**src/vsm_pkg.sv**
```systemverilog
package vsm_pkg;

  // memory map
  localparam logic [15:0] SP_RESET = 16'h00FF;
  localparam logic [15:0] RAM_START = 16'h0060;
  localparam logic [15:0] RAM_END_SMALL = 16'h011F;
  localparam logic [15:0] RAM_END_LARGE = 16'h015F;
  localparam logic [15:0] PAGE0_END = 16'h00FF;
  localparam int PAGE0_RAM_BYTES = 160;
  localparam logic [15:0] MON_START = 16'hFE10;
  localparam logic [15:0] MON_END_SMALL = 16'hFF20;
  localparam logic [15:0] MON_END_LARGE = 16'hFF48;
  localparam logic [15:0] VEC_BASE = 16'hFFD2;
  localparam logic [15:0] WDOG_CLEAR_ADDR = 16'hFFFF;
  localparam logic [15:0] SP_HI_ADDR = 16'hFE00;
  localparam logic [15:0] SP_LO_ADDR = 16'hFE01;
  localparam logic [15:0] STATUS_ADDR = 16'hFE02;
  localparam int STATUS_BUSY_BIT = 7;

  // stacking byte counts
  localparam logic [2:0] INTR_BYTES = 3'h5;
  localparam logic [2:0] CALL_BYTES = 3'h2;
  localparam logic [2:0] ONE_BYTE = 3'h1;

  // vector high-byte addresses
  localparam logic [15:0] VEC_SERIAL_COMM_TX = 16'hFFD2;
  localparam logic [15:0] VEC_SERIAL_COMM_RX = 16'hFFD4;
  localparam logic [15:0] VEC_SERIAL_COMM_ERR = 16'hFFD6;
  localparam logic [15:0] VEC_CONVERTER = 16'hFFDC;
  localparam logic [15:0] VEC_TIMER_B_OVF = 16'hFFDE;
  localparam logic [15:0] VEC_TIMER_B_CH1 = 16'hFFE0;
  localparam logic [15:0] VEC_TIMER_B_CH0 = 16'hFFE2;
  localparam logic [15:0] VEC_TIMER_A_OVF = 16'hFFE4;
  localparam logic [15:0] VEC_TIMER_A_CH1 = 16'hFFEA;
  localparam logic [15:0] VEC_TIMER_A_CH0 = 16'hFFEC;
  localparam logic [15:0] VEC_MOTOR_PWM = 16'hFFEE;
  localparam logic [15:0] VEC_FAULT4 = 16'hFFF0;
  localparam logic [15:0] VEC_FAULT1 = 16'hFFF6;
  localparam logic [15:0] VEC_CLOCK_SYNTH = 16'hFFF8;
  localparam logic [15:0] VEC_EXT_IRQ = 16'hFFFA;
  localparam logic [15:0] VEC_SOFTWARE_INTERRUPT = 16'hFFFC;
  localparam logic [15:0] VEC_RESET = 16'hFFFE;

  typedef enum logic [4:0] {
    SRC_SERIAL_COMM_TX, SRC_SERIAL_COMM_RX, SRC_SERIAL_COMM_ERR,
    SRC_CONVERTER, SRC_TIMER_B_OVF, SRC_TIMER_B_CH1, SRC_TIMER_B_CH0,
    SRC_TIMER_A_OVF, SRC_TIMER_A_CH1, SRC_TIMER_A_CH0, SRC_MOTOR_PWM,
    SRC_FAULT4, SRC_FAULT1, SRC_CLOCK_SYNTH, SRC_EXT_IRQ,
    SRC_SOFTWARE_INTERRUPT, SRC_RESET
  } vsm_vec_t;

  typedef enum logic [2:0] {
    CMD_PUSH, CMD_PULL, CMD_CALL, CMD_RETURN, CMD_INTERRUPT, CMD_RTI,
    CMD_FETCH
  } vsm_cmd_t;

  typedef struct packed {
    vsm_cmd_t cmd;
    vsm_vec_t vec;
    logic [15:0] pc;
    logic [7:0] x;
    logic [7:0] a;
    logic [7:0] ccr;
    logic [7:0] data;
  } vsm_req_t;

  typedef struct packed {
    logic [39:0] pulled;
    logic [15:0] newPc;
  } vsm_resp_t;

  typedef struct packed {
    logic cyc;
    logic stb;
    logic we;
    logic [17:0] adr;
    logic [3:0] sel;
    logic [31:0] dat;
  } vsm_wb_req_t;

  function automatic logic [15:0] vsm_vec_addr(input vsm_vec_t v);
    case (v)
      SRC_SERIAL_COMM_TX: vsm_vec_addr = VEC_SERIAL_COMM_TX;
      SRC_SERIAL_COMM_RX: vsm_vec_addr = VEC_SERIAL_COMM_RX;
      SRC_SERIAL_COMM_ERR: vsm_vec_addr = VEC_SERIAL_COMM_ERR;
      SRC_CONVERTER: vsm_vec_addr = VEC_CONVERTER;
      SRC_TIMER_B_OVF: vsm_vec_addr = VEC_TIMER_B_OVF;
      SRC_TIMER_B_CH1: vsm_vec_addr = VEC_TIMER_B_CH1;
      SRC_TIMER_B_CH0: vsm_vec_addr = VEC_TIMER_B_CH0;
      SRC_TIMER_A_OVF: vsm_vec_addr = VEC_TIMER_A_OVF;
      SRC_TIMER_A_CH1: vsm_vec_addr = VEC_TIMER_A_CH1;
      SRC_TIMER_A_CH0: vsm_vec_addr = VEC_TIMER_A_CH0;
      SRC_MOTOR_PWM: vsm_vec_addr = VEC_MOTOR_PWM;
      SRC_FAULT4: vsm_vec_addr = VEC_FAULT4;
      SRC_FAULT1: vsm_vec_addr = VEC_FAULT1;
      SRC_CLOCK_SYNTH: vsm_vec_addr = VEC_CLOCK_SYNTH;
      SRC_EXT_IRQ: vsm_vec_addr = VEC_EXT_IRQ;
      SRC_SOFTWARE_INTERRUPT: vsm_vec_addr = VEC_SOFTWARE_INTERRUPT;
      default: vsm_vec_addr = VEC_RESET;
    endcase
  endfunction

  function automatic logic vsm_in_range(input logic [15:0] a,
                                        input logic [15:0] lo,
                                        input logic [15:0] hi);
    vsm_in_range = (a >= lo) && (a <= hi);
  endfunction

endpackage

```
**src/vsm_vector_and_stack_map.sv**
```systemverilog
// Notes on behaviour
// [RULE1] push decrements stack pointer, pull increments it
// [RULE2] interrupt entry stacks exactly five bytes
// [RULE3] upper index register never stacked
// [RULE4] subroutine call stacks two return bytes
// [RULE5] stack pointer resets to 0x00FF
// [RULE6] stack pointer is sixteen bits wide
// [RULE7] RAM 0x0060 to 0x011F or 0x015F
// [RULE8] page zero holds 160 RAM bytes
// [RULE9] serial comm vectors at 0xFFD2, D4, D6
// [RULE10] timer B and converter vector addresses
// [RULE11] timer A vector addresses
// [RULE12] motor pwm and fault vector addresses
// [RULE13] clock, external, software, reset vectors
// [RULE14] 0xFFFF reads vector, write clears watchdog
// [RULE15] monitor ROM range reserved per variant
// [RULE16] vector high byte even, low byte odd
//
// The Wishbone register port was left to the implementer.
`timescale 1ns/1ps
module vsm_vector_and_stack_map
  import vsm_pkg::*;
#(
  parameter bit LARGE = 1'b1,
  parameter logic [15:0] RESET_VECTOR = 16'hE000,
  parameter logic [7:0] MONITOR_FILL = 8'h00,
  parameter int WDOG_BITS = 12
) (
  input wire logic sys_clk,
  input wire logic rst,
  input wire vsm_wb_req_t wbReq,
  output logic [31:0] wbDatOut,
  output logic wbAck,
  input wire vsm_req_t cpuReq,
  input wire logic cpuValid,
  output logic cpuReady,
  output vsm_resp_t cpuResp,
  output logic cpuDone,
  output logic [15:0] stackPtr,
  output logic wdogExpired
);
  typedef enum logic [2:0] {
    ST_IDLE, ST_PUSH, ST_PULL, ST_PULLW, ST_VHI, ST_VHIW, ST_VLO, ST_VLOW
  } vsm_state_t;
  typedef enum logic [2:0] {
    RD_NONE, RD_RAM, RD_VEC, RD_RSTLO, RD_SPH, RD_SPL, RD_STAT, RD_MON
  } vsm_rdsel_t;

  vsm_state_t state_reg, state_next;
  vsm_rdsel_t rdSel_reg;
  logic [15:0] sp_reg, sp_next;
  logic [39:0] pushBuf_reg, pullBuf_reg;
  logic [2:0] cnt_reg;
  logic doVec_reg;
  vsm_vec_t vec_reg;
  logic [7:0] pcHi_reg;
  logic wbPend_reg, ack_reg, done_reg;
  vsm_resp_t resp_reg;
  logic [WDOG_BITS-1:0] wdog_reg;
  logic wdogExp_reg;

  // bus address and take
  wire [15:0] wbAddr = wbReq.adr[17:2];
  wire wbTake = wbReq.cyc && wbReq.stb && !wbPend_reg && !ack_reg &&
                state_reg == ST_IDLE;
  wire wbWrite = wbPend_reg && wbReq.we && wbReq.sel[0];
  wire [7:0] wbByte = wbReq.dat[7:0];
  wire cmdTake = cpuValid && cpuReady;

  // shared memory port
  wire [15:0] vecHiAddr = vsm_vec_addr(vec_reg); // [RULE9] [RULE10]
  logic [15:0] memAddr;
  logic memWe;
  logic [7:0] memWdata;
  always_comb begin
    memAddr = wbAddr;
    memWe = wbWrite;
    memWdata = wbByte;
    case (state_reg)
      ST_PUSH: begin
        memAddr = sp_reg;
        memWe = 1'b1;
        memWdata = pushBuf_reg[39:32];
      end
      ST_PULL: begin
        memAddr = sp_reg + 16'h0001;
        memWe = 1'b0;
      end
      ST_VHI: begin
        memAddr = vecHiAddr; // [RULE16] [RULE11] [RULE12] [RULE13]
        memWe = 1'b0;
      end
      ST_VLO: begin
        memAddr = vecHiAddr + 16'h0001; // [RULE16]
        memWe = 1'b0;
      end
      default: begin
      end
    endcase
  end

  // address decode
  wire [15:0] ramEnd = LARGE ? RAM_END_LARGE : RAM_END_SMALL;
  wire [15:0] monEnd = LARGE ? MON_END_LARGE : MON_END_SMALL;
  wire ramHit = vsm_in_range(memAddr, RAM_START, ramEnd); // [RULE7] [RULE8]
  wire monHit = vsm_in_range(memAddr, MON_START, monEnd); // [RULE15]
  wire wdogHit = memAddr == WDOG_CLEAR_ADDR; // [RULE14]
  wire vecHit = vsm_in_range(memAddr, VEC_BASE, WDOG_CLEAR_ADDR - 16'h0001);
  wire spHiHit = memAddr == SP_HI_ADDR;
  wire spLoHit = memAddr == SP_LO_ADDR;
  wire statHit = memAddr == STATUS_ADDR;
  wire [15:0] ramOff = memAddr - RAM_START;
  wire [15:0] vecOff = memAddr - VEC_BASE;
  wire [7:0] ramRd, vecRd;

  vsm_mem #(.DEPTH(256), .AW(8)) ramMem (
    .sys_clk(sys_clk),
    .rst(rst),
    .we(memWe && ramHit),
    .addr(ramOff[7:0]),
    .wdata(memWdata),
    .rdata(ramRd)
  );

  vsm_mem #(.DEPTH(46), .AW(6)) vecMem (
    .sys_clk(sys_clk),
    .rst(rst),
    .we(wbWrite && vecHit),
    .addr(vecOff[5:0]),
    .wdata(memWdata),
    .rdata(vecRd)
  );

  vsm_rdsel_t rdSelNext;
  assign rdSelNext = ramHit ? RD_RAM :
                     vecHit ? RD_VEC :
                     wdogHit ? RD_RSTLO :
                     monHit ? RD_MON :
                     spHiHit ? RD_SPH :
                     spLoHit ? RD_SPL :
                     statHit ? RD_STAT : RD_NONE;

  wire [7:0] statusByte = {(state_reg != ST_IDLE), 2'b00, 5'(vec_reg)};
  logic [7:0] rdByte;
  always_comb begin
    case (rdSel_reg)
      RD_RAM: rdByte = ramRd;
      RD_VEC: rdByte = vecRd;
      RD_RSTLO: rdByte = RESET_VECTOR[7:0]; // [RULE14]
      RD_MON: rdByte = MONITOR_FILL;
      RD_SPH: rdByte = sp_reg[15:8];
      RD_SPL: rdByte = sp_reg[7:0];
      RD_STAT: rdByte = statusByte;
      default: rdByte = 8'h00;
    endcase
  end

  assign cpuReady = state_reg == ST_IDLE && !wbPend_reg && !ack_reg &&
                    !wbTake;
  assign wbAck = ack_reg;
  assign wbDatOut = ack_reg ? {24'h000000, rdByte} : 32'h00000000;
  assign cpuResp = resp_reg;
  assign cpuDone = done_reg;
  assign stackPtr = sp_reg;
  assign wdogExpired = wdogExp_reg;

  // sequencer
  wire lastByte = cnt_reg == ONE_BYTE;
  wire [2:0] cntDec = cnt_reg - 3'h1;
  always_comb begin
    state_next = state_reg;
    sp_next = sp_reg;
    case (state_reg)
      ST_IDLE: begin
        if (cmdTake) begin
          case (cpuReq.cmd)
            CMD_PUSH, CMD_CALL, CMD_INTERRUPT: state_next = ST_PUSH;
            CMD_PULL, CMD_RETURN, CMD_RTI: state_next = ST_PULL;
            default: state_next = ST_VHI;
          endcase
        end else if (wbWrite && spHiHit) begin
          sp_next = {wbByte, sp_reg[7:0]};
        end else if (wbWrite && spLoHit) begin
          sp_next = {sp_reg[15:8], wbByte};
        end
      end
      ST_PUSH: begin
        sp_next = sp_reg - 16'h0001; // [RULE1]
        if (lastByte) begin
          state_next = doVec_reg ? ST_VHI : ST_IDLE;
        end
      end
      ST_PULL: begin
        sp_next = sp_reg + 16'h0001; // [RULE1]
        state_next = ST_PULLW;
      end
      ST_PULLW: state_next = lastByte ? ST_IDLE : ST_PULL;
      ST_VHI: state_next = ST_VHIW;
      ST_VHIW: state_next = ST_VLO;
      ST_VLO: state_next = ST_VLOW;
      default: state_next = ST_IDLE;
    endcase
  end

  // stacked byte count per command, high index never included
  logic [2:0] loadCnt;
  logic [39:0] loadBuf;
  always_comb begin
    loadBuf = 40'h0000000000;
    case (cpuReq.cmd)
      CMD_PUSH, CMD_PULL: loadCnt = ONE_BYTE;
      CMD_CALL, CMD_RETURN: loadCnt = CALL_BYTES; // [RULE4]
      CMD_INTERRUPT, CMD_RTI: loadCnt = INTR_BYTES; // [RULE2]
      default: loadCnt = 3'h0;
    endcase
    case (cpuReq.cmd)
      CMD_PUSH: loadBuf = {cpuReq.data, 32'h00000000};
      CMD_CALL: loadBuf = {cpuReq.pc[7:0], cpuReq.pc[15:8], 24'h000000};
      CMD_INTERRUPT: loadBuf = {cpuReq.pc[7:0], cpuReq.pc[15:8], cpuReq.x,
                                cpuReq.a, cpuReq.ccr}; // [RULE3]
      default: loadBuf = 40'h0000000000;
    endcase
  end

  always_ff @(posedge sys_clk or posedge rst) begin
    if (rst) begin
      state_reg <= ST_IDLE;
      sp_reg <= SP_RESET; // [RULE5] [RULE6]
    end else begin
      state_reg <= state_next;
      sp_reg <= sp_next;
    end
  end

  always_ff @(posedge sys_clk or posedge rst) begin
    if (rst) begin
      cnt_reg <= 3'h0;
      pushBuf_reg <= 40'h0000000000;
      pullBuf_reg <= 40'h0000000000;
      doVec_reg <= 1'b0;
      vec_reg <= SRC_RESET;
    end else if (cmdTake) begin
      cnt_reg <= loadCnt;
      pushBuf_reg <= loadBuf;
      pullBuf_reg <= 40'h0000000000;
      doVec_reg <= cpuReq.cmd == CMD_INTERRUPT || cpuReq.cmd == CMD_FETCH;
      vec_reg <= cpuReq.vec;
    end else if (state_reg == ST_PUSH) begin
      cnt_reg <= cntDec;
      pushBuf_reg <= {pushBuf_reg[31:0], 8'h00};
    end else if (state_reg == ST_PULLW) begin
      cnt_reg <= cntDec;
      pullBuf_reg <= {pullBuf_reg[31:0], rdByte};
    end
  end

  // vector fetch and completion
  wire finishing = (state_reg == ST_VLOW) ||
                   (state_reg == ST_PULLW && lastByte) ||
                   (state_reg == ST_PUSH && lastByte && !doVec_reg);
  always_ff @(posedge sys_clk or posedge rst) begin
    if (rst) begin
      pcHi_reg <= 8'h00;
      done_reg <= 1'b0;
      resp_reg <= '0;
    end else begin
      done_reg <= finishing;
      if (state_reg == ST_VHIW) begin
        pcHi_reg <= rdByte; // [RULE16]
      end
      if (state_reg == ST_VLOW) begin
        resp_reg.newPc <= {pcHi_reg, rdByte}; // [RULE16]
      end
      if (state_reg == ST_PULLW) begin
        resp_reg.pulled <= {pullBuf_reg[31:0], rdByte};
      end
    end
  end

  // bus slave and read select
  always_ff @(posedge sys_clk or posedge rst) begin
    if (rst) begin
      wbPend_reg <= 1'b0;
      ack_reg <= 1'b0;
      rdSel_reg <= RD_NONE;
    end else begin
      wbPend_reg <= wbTake;
      ack_reg <= wbPend_reg;
      rdSel_reg <= rdSelNext;
    end
  end

  // watchdog counter, cleared by a write with sel[0] set to the reset vector low byte
  always_ff @(posedge sys_clk or posedge rst) begin
    if (rst) begin
      wdog_reg <= '0;
      wdogExp_reg <= 1'b0;
    end else begin
      wdogExp_reg <= &wdog_reg;
      wdog_reg <= (wbWrite && wdogHit) ? '0 : wdog_reg + 1'b1; // [RULE14]
    end
  end

  a_sp_reset_value: assert property (@(posedge sys_clk) // [RULE5]
    $fell(rst) |-> sp_reg == SP_RESET)
    else $error("stack pointer not at reset location");
  a_push_sp_dec: assert property (@(posedge sys_clk) // [RULE1]
    disable iff (rst) state_reg == ST_PUSH |=> sp_reg == $past(sp_reg) - 1)
    else $error("push did not decrement stack pointer");
  a_pull_sp_inc: assert property (@(posedge sys_clk) // [RULE1]
    disable iff (rst) state_reg == ST_PULL |=> sp_reg == $past(sp_reg) + 1)
    else $error("pull did not increment stack pointer");
  a_intr_five_bytes: assert property (@(posedge sys_clk) // [RULE2]
    disable iff (rst) cmdTake && cpuReq.cmd == CMD_INTERRUPT |=>
      (state_reg == ST_PUSH) [*5] ##1 state_reg == ST_VHI)
    else $error("interrupt entry did not stack five bytes");
  a_intr_no_high: assert property (@(posedge sys_clk) // [RULE3]
    disable iff (rst) cmdTake && cpuReq.cmd == CMD_INTERRUPT |=>
      ##2 memWdata == $past(cpuReq.x, 3) ##1 memWdata == $past(cpuReq.a, 4))
    else $error("index and accumulator not stacked in order");
  a_call_two_bytes: assert property (@(posedge sys_clk) // [RULE4]
    disable iff (rst) cmdTake && cpuReq.cmd == CMD_CALL |=>
      (state_reg == ST_PUSH) [*2] ##1 state_reg == ST_IDLE)
    else $error("call did not stack two bytes");
  a_vec_even_odd: assert property (@(posedge sys_clk) // [RULE16]
    disable iff (rst) state_reg == ST_VHI |-> !memAddr[0] ##2
      state_reg == ST_VLO && memAddr == $past(memAddr, 2) + 1)
    else $error("vector fetch order wrong");
  a_reset_low_read: assert property (@(posedge sys_clk) // [RULE14]
    disable iff (rst) wbPend_reg && !wbReq.we && wdogHit |=>
      wbAck && wbDatOut[7:0] == RESET_VECTOR[7:0])
    else $error("reset vector low byte not returned");
  a_wdog_clear: assert property (@(posedge sys_clk) // [RULE14]
    disable iff (rst) wbWrite && wdogHit |=> wdog_reg == '0)
    else $error("watchdog not cleared");
  a_ram_window: assert property (@(posedge sys_clk) // [RULE7]
    disable iff (rst) (memAddr == RAM_START || memAddr == ramEnd ||
      memAddr == PAGE0_END) |-> ramHit && !monHit)
    else $error("RAM decode wrong");
  c_interrupt: cover property (@(posedge sys_clk) disable iff (rst)
    cmdTake && cpuReq.cmd == CMD_INTERRUPT ##10 cpuDone);
  c_rti: cover property (@(posedge sys_clk) disable iff (rst)
    cmdTake && cpuReq.cmd == CMD_RTI);
  c_wdog_write: cover property (@(posedge sys_clk) disable iff (rst)
    wbWrite && wdogHit);
  c_mon_read: cover property (@(posedge sys_clk) disable iff (rst)
    wbPend_reg && monHit);
endmodule

```
**src/vsm_mem.sv**
```systemverilog
`timescale 1ns/1ps
module vsm_mem #(
  parameter int DEPTH = 256,
  parameter int AW = 8
) (
  input wire logic sys_clk,
  input wire logic rst,
  input wire logic we,
  input wire logic [AW-1:0] addr,
  input wire logic [7:0] wdata,
  output logic [7:0] rdata
);
  logic [7:0] store [0:DEPTH-1];
  wire inBounds = (int'(addr) < DEPTH);

  always_ff @(posedge sys_clk) begin
    if (we && inBounds) begin
      store[addr] <= wdata;
    end
  end

  always_ff @(posedge sys_clk or posedge rst) begin
    if (rst) begin
      rdata <= 8'h00;
    end else begin
      rdata <= inBounds ? store[addr] : 8'h00;
    end
  end
endmodule

```
**config.mk**
```make
export PLATFORM = sky130hd
export DESIGN_NAME = vsm_vector_and_stack_map
export DESIGN_NICKNAME = d
export VERILOG_FILES = /design/src/vsm_pkg.sv /design/src/vsm_vector_and_stack_map.sv /design/src/vsm_mem.sv
export SDC_FILE = /design/constraint.sdc
export NUM_CORES = 2
export LEC_CHECK = 0
export BUFFER_PORTS_ARGS = -buffer_cell sky130_fd_sc_hd__buf_4
export CAP_MARGIN = 20
export CORE_AREA = 2 2 483 485
export CTS_BUF_LIST = sky130_fd_sc_hd__clkbuf_4 sky130_fd_sc_hd__clkbuf_8 sky130_fd_sc_hd__clkbuf_16
export DETAILED_ROUTE_END_ITERATION = 12
export DIE_AREA = 0 0 485 487
export PLACE_DENSITY = 0.61
export SYNTH_ARGS = -nofsm -noshare
export SYNTH_HDL_FRONTEND = slang
export SYNTH_HIERARCHICAL = 1
export SYNTH_SLANG_ARGS = --single-unit
```
**constraint.sdc**
```tcl
create_clock -name sys_clk -period 8.6 [get_ports sys_clk]
set_clock_uncertainty 0.1 [all_clocks]
set_input_delay 1.29 -clock sys_clk [delete_from_list [all_inputs] [get_ports sys_clk]]
set_output_delay 1.29 -clock sys_clk [all_outputs]
set_load 0.05 [all_outputs]
```
==> metrics.md <==
| Metric | Value |
|---|---|
| Run status | `completed` |
| Period Utilization, post-route | `74.6%` |
| Final setup viols | `0` |
| Core box area | `0.231 mm²` |
| Mapped Area | `0.103 mm²` |
| Drt pass-1 iters | `8` |
| Synth top area share | `70.1%` |
| Number of core rows | `about 180` |
| Yosys warnings | `6` |
| Worst hold path type | `in -> async` |
| Layout cells sized above 1 | `22.8%` |
| Share of the yosys chip area belonging to registers | `about 75%` |
| Ys async rst share | `roughly 7.6%` |
| Clk slew on worst S/H paths | `about 0.07 ns` |
| Worst Setup Slack, final | `about 2.2 ns` |
| Yosys cell types | `100` |
| Vias in the first global route | `54,000` |
| Post-DP HPWL | `approximately 150,000 µm` |
| Dpl ws | `roughly 2.2 ns` |
| Register Area | `approximately 0.078 mm²` |
| # fillers | `between 15,000 and 20,000` |
| Critical path type | `reg -> reg` |
| Initial antenna violation count | `9` |
| GRT overflow | `0` |
| GPL Wtd Cong | `around 0.85` |
| Required time at the worst-slack endpoint | `between 9 and 10 ns` |
| Pwr dens | `~420 mW/mm²` |
| Max FFs per register | `slightly above 2,000` |
| TritonCTS clock tree | `done` |
| Ranking of synthesized cells by area | `edfxtp_1 (70%), mux4_2 (12%), dfrtp_1 (4.6%)` |
| # DRC | `0` |
| Die height | `around 500 µm` |
| Period minus WS final | `6.41 ns` |
| H-tree Lvls | `5` |
| DR iter-0 viols | `between 6,000 and 7,000` |
| Initial core utilization | `approximately 45%` |
| Clock sinks | `2,615` |
| Max cap viols | `0` |
| FF-to-FF path depth | `13` |
| Clock root cell | `clkbuf_16` |
| VDD IR max | `between 0.4 and 0.5 mV` |
| Drt wl/cell | `28.3 µm` |
| CTS buffer count | `between 200 and 300` |
| Biggest register | `ramMem/store` |
| Die width | `485 µm` |
| Post_cts resized | `0` |
| CP endpoint kind | `register` |
| Startpoint class of the critical path | `register` |
| Worst-Skew Late Latency | `~0.92 ns` |
| Full die area | `between 0.2 and 0.25 mm²` |
| Total number of vias | `54,800` |
| PortBufs | `170` |
| Area of the multi-input gates | `0.0241 mm²` |
| Number of synthesized flops with an enable pin | `2,416` |
| Largest net degree at the start of global routing | `247` |
| WP data arrival | `about 6.8 ns` |
| GRT Total Usage | `between 20% and 30%` |
| Final TNS setup | `0 ns` |
| RSZ-0062 raised after global routing | `no` |
| Post-CTS Hold Buffers | `0` |
| CP Max Fanout | `53` |
| Final-report max-slew violation count | `0` |
| CTS Buffer Depth | `4` |
| FMAX | `roughly 160 MHz` |
| First-pass GRT wire length | `roughly 370,000 µm` |
| Fin nets | `between 5,000 and 6,000` |
| Cells after synthesis | `roughly 5,600` |
| Worst Tran Pin Value | `1.27 ns` |
| Postcts setup bufs | `0` |
| Antenna-violating nets left | `0` |
| Detailed Route WL | `between 200,000 and 300,000 µm` |
| Vias/cell | `approximately 6.1` |
| Post-synth top area cell | `edfxtp_1` |
| I/O pin count | `224` |
| P_leak | `37.8 nW` |
| Average size of a mapped cell | `about 18 µm²` |
| Fin. Hold Viols | `0` |
| Area Growth Syn to Fin | `12.8%` |
| Slew HR | `15.2%` |
| Post-synth top flop | `edfxtp_1` |
| Synth Register Bits | `2,615` |
## layout by cell type, fill, tap and decap left out, types with 58 or more instances in the layout
cell type  instances
edfxtp_1        2416
mux4_2           529
nor2_1           394
nand2_1          319
buf_4            300
clkbuf_16        291
a22oi_1          285
a21oi_1          214
dfrtp_1          190
o21ai_0          116
mux2i_1           73
nor3_1            61
clkbuf_4          59
clkinv_1          58
## logic make-up (layout without fill, tap and decap cells)
logic type | after synthesis | after routing | share of synthesized area [%]
other | 1 | 29 | 0.00362
AOI/OAI and AO/OA | 899 | 899 | 5.97
buffers and inverters | 437 | 822 | 2.03
and+or+nand+nor | 977 | 977 | 4.13
DFF | 2615 | 2615 | 74.9
adders and majority gates | 16 | 16 | 0.191
xor gates and xnor gates | 24 | 24 | 0.203
muxes | 631 | 631 | 12.5
## power breakdown
group	switching, W	internal (W)
sequential	0.000304	0.0154
clock	0.00470	0.00665
combinational	0.0143	0.00786
## layout make-up
class                   instances  area share (%)
clock buffers                 353            6.65
flip-flops and latches       2615            66.4
inverters                      36           0.136
multi-input cells            2571            20.7
repair buffers                319            2.20
clock inverters               114           0.674
diodes                          5          0.0107
well taps                    3043            3.26
## cell usage after synthesis, types with 15 or more instances
cell      number
mux2i_1       73
inv_1         33
a21o_1        17
buf_2         90
buf_1         26
dfrtp_1      190
a22o_1        19
a31oi_1       24
nor3_1        62
o21ai_0      116
nor2b_1       28
a221oi_1      52
a21oi_1      214
edfxtp_1    2416
o41ai_1       32
a211oi_1      15
xor2_1        16
o22ai_1       15
buf_4         47
clkbuf_1     215
nand2b_1      15
buf_6         23
a22oi_1      285
nand3_1       44
mux2_2        27
mux4_2       529
nand2_1      327
nand4_1       18
ha_1          15
nor2_1       399
## critical path, stage by stage (launching register included)
cell and delay [ns]:
dfrtp_1 0.71, buf_4 0.32, or2_1 0.66, mux2i_1 0.27, mux2_4 0.22, buf_4 0.64
ha_1 0.28, clkinv_2 0.51, inv_1 0.25, nor3_1 0.08, o21ai_2 0.41, and3_1 0.29
nand2_1 0.30, nor2_1 0.90
## final timing paths
check | slack, ns | from | end
max | 2.19 | state_reg[2]$_DFFE_PP0P_ | vecMem/store[34][2]$_DFFE_PP_
min | 0.28 | rst | ramMem/rdata[6]$_DFF_PP0_
max reg2reg | 2.19 | state_reg[2]$_DFFE_PP0P_ | vecMem/store[34][2]$_DFFE_PP_
min reg2reg | 0.36 | wdog_reg[0]$_DFF_PP0_ | wdog_reg[0]$_DFF_PP0_
max in group asynchronous | 6.49 | rst | doVec_reg$_DFFE_PP0P_
min in group sys_clk | 0.36 | wdog_reg[0]$_DFF_PP0_ | wdog_reg[0]$_DFF_PP0_
## metal layers
metal	track usage, %	wire length, µm	up-vias
met2	33.7	123000	2209
met4	5.90	6330	0
met3	4.16	20400	375
met1	30.4	106000	29100
met5	0	0	-
li1	-	-	23100
## stage by stage
step	std cells	total power (W)	hold WS [ns]	area (µm²)	util, %
2_1_floorplan	5623	0.0311	0.308	104000	-
3_3_place_gp	8569	0.0378	0.330	108000	46.7
3_5_place_dp	8579	0.0380	0.334	108000	46.7
4_1_cts	9046	0.0494	0.232	117000	50.4
5_1_grt	9056	0.0513	0.259	117000	50.5
6_report	9056	0.0492	0.278	117000	50.5
(Power assumes the default switching activity.)
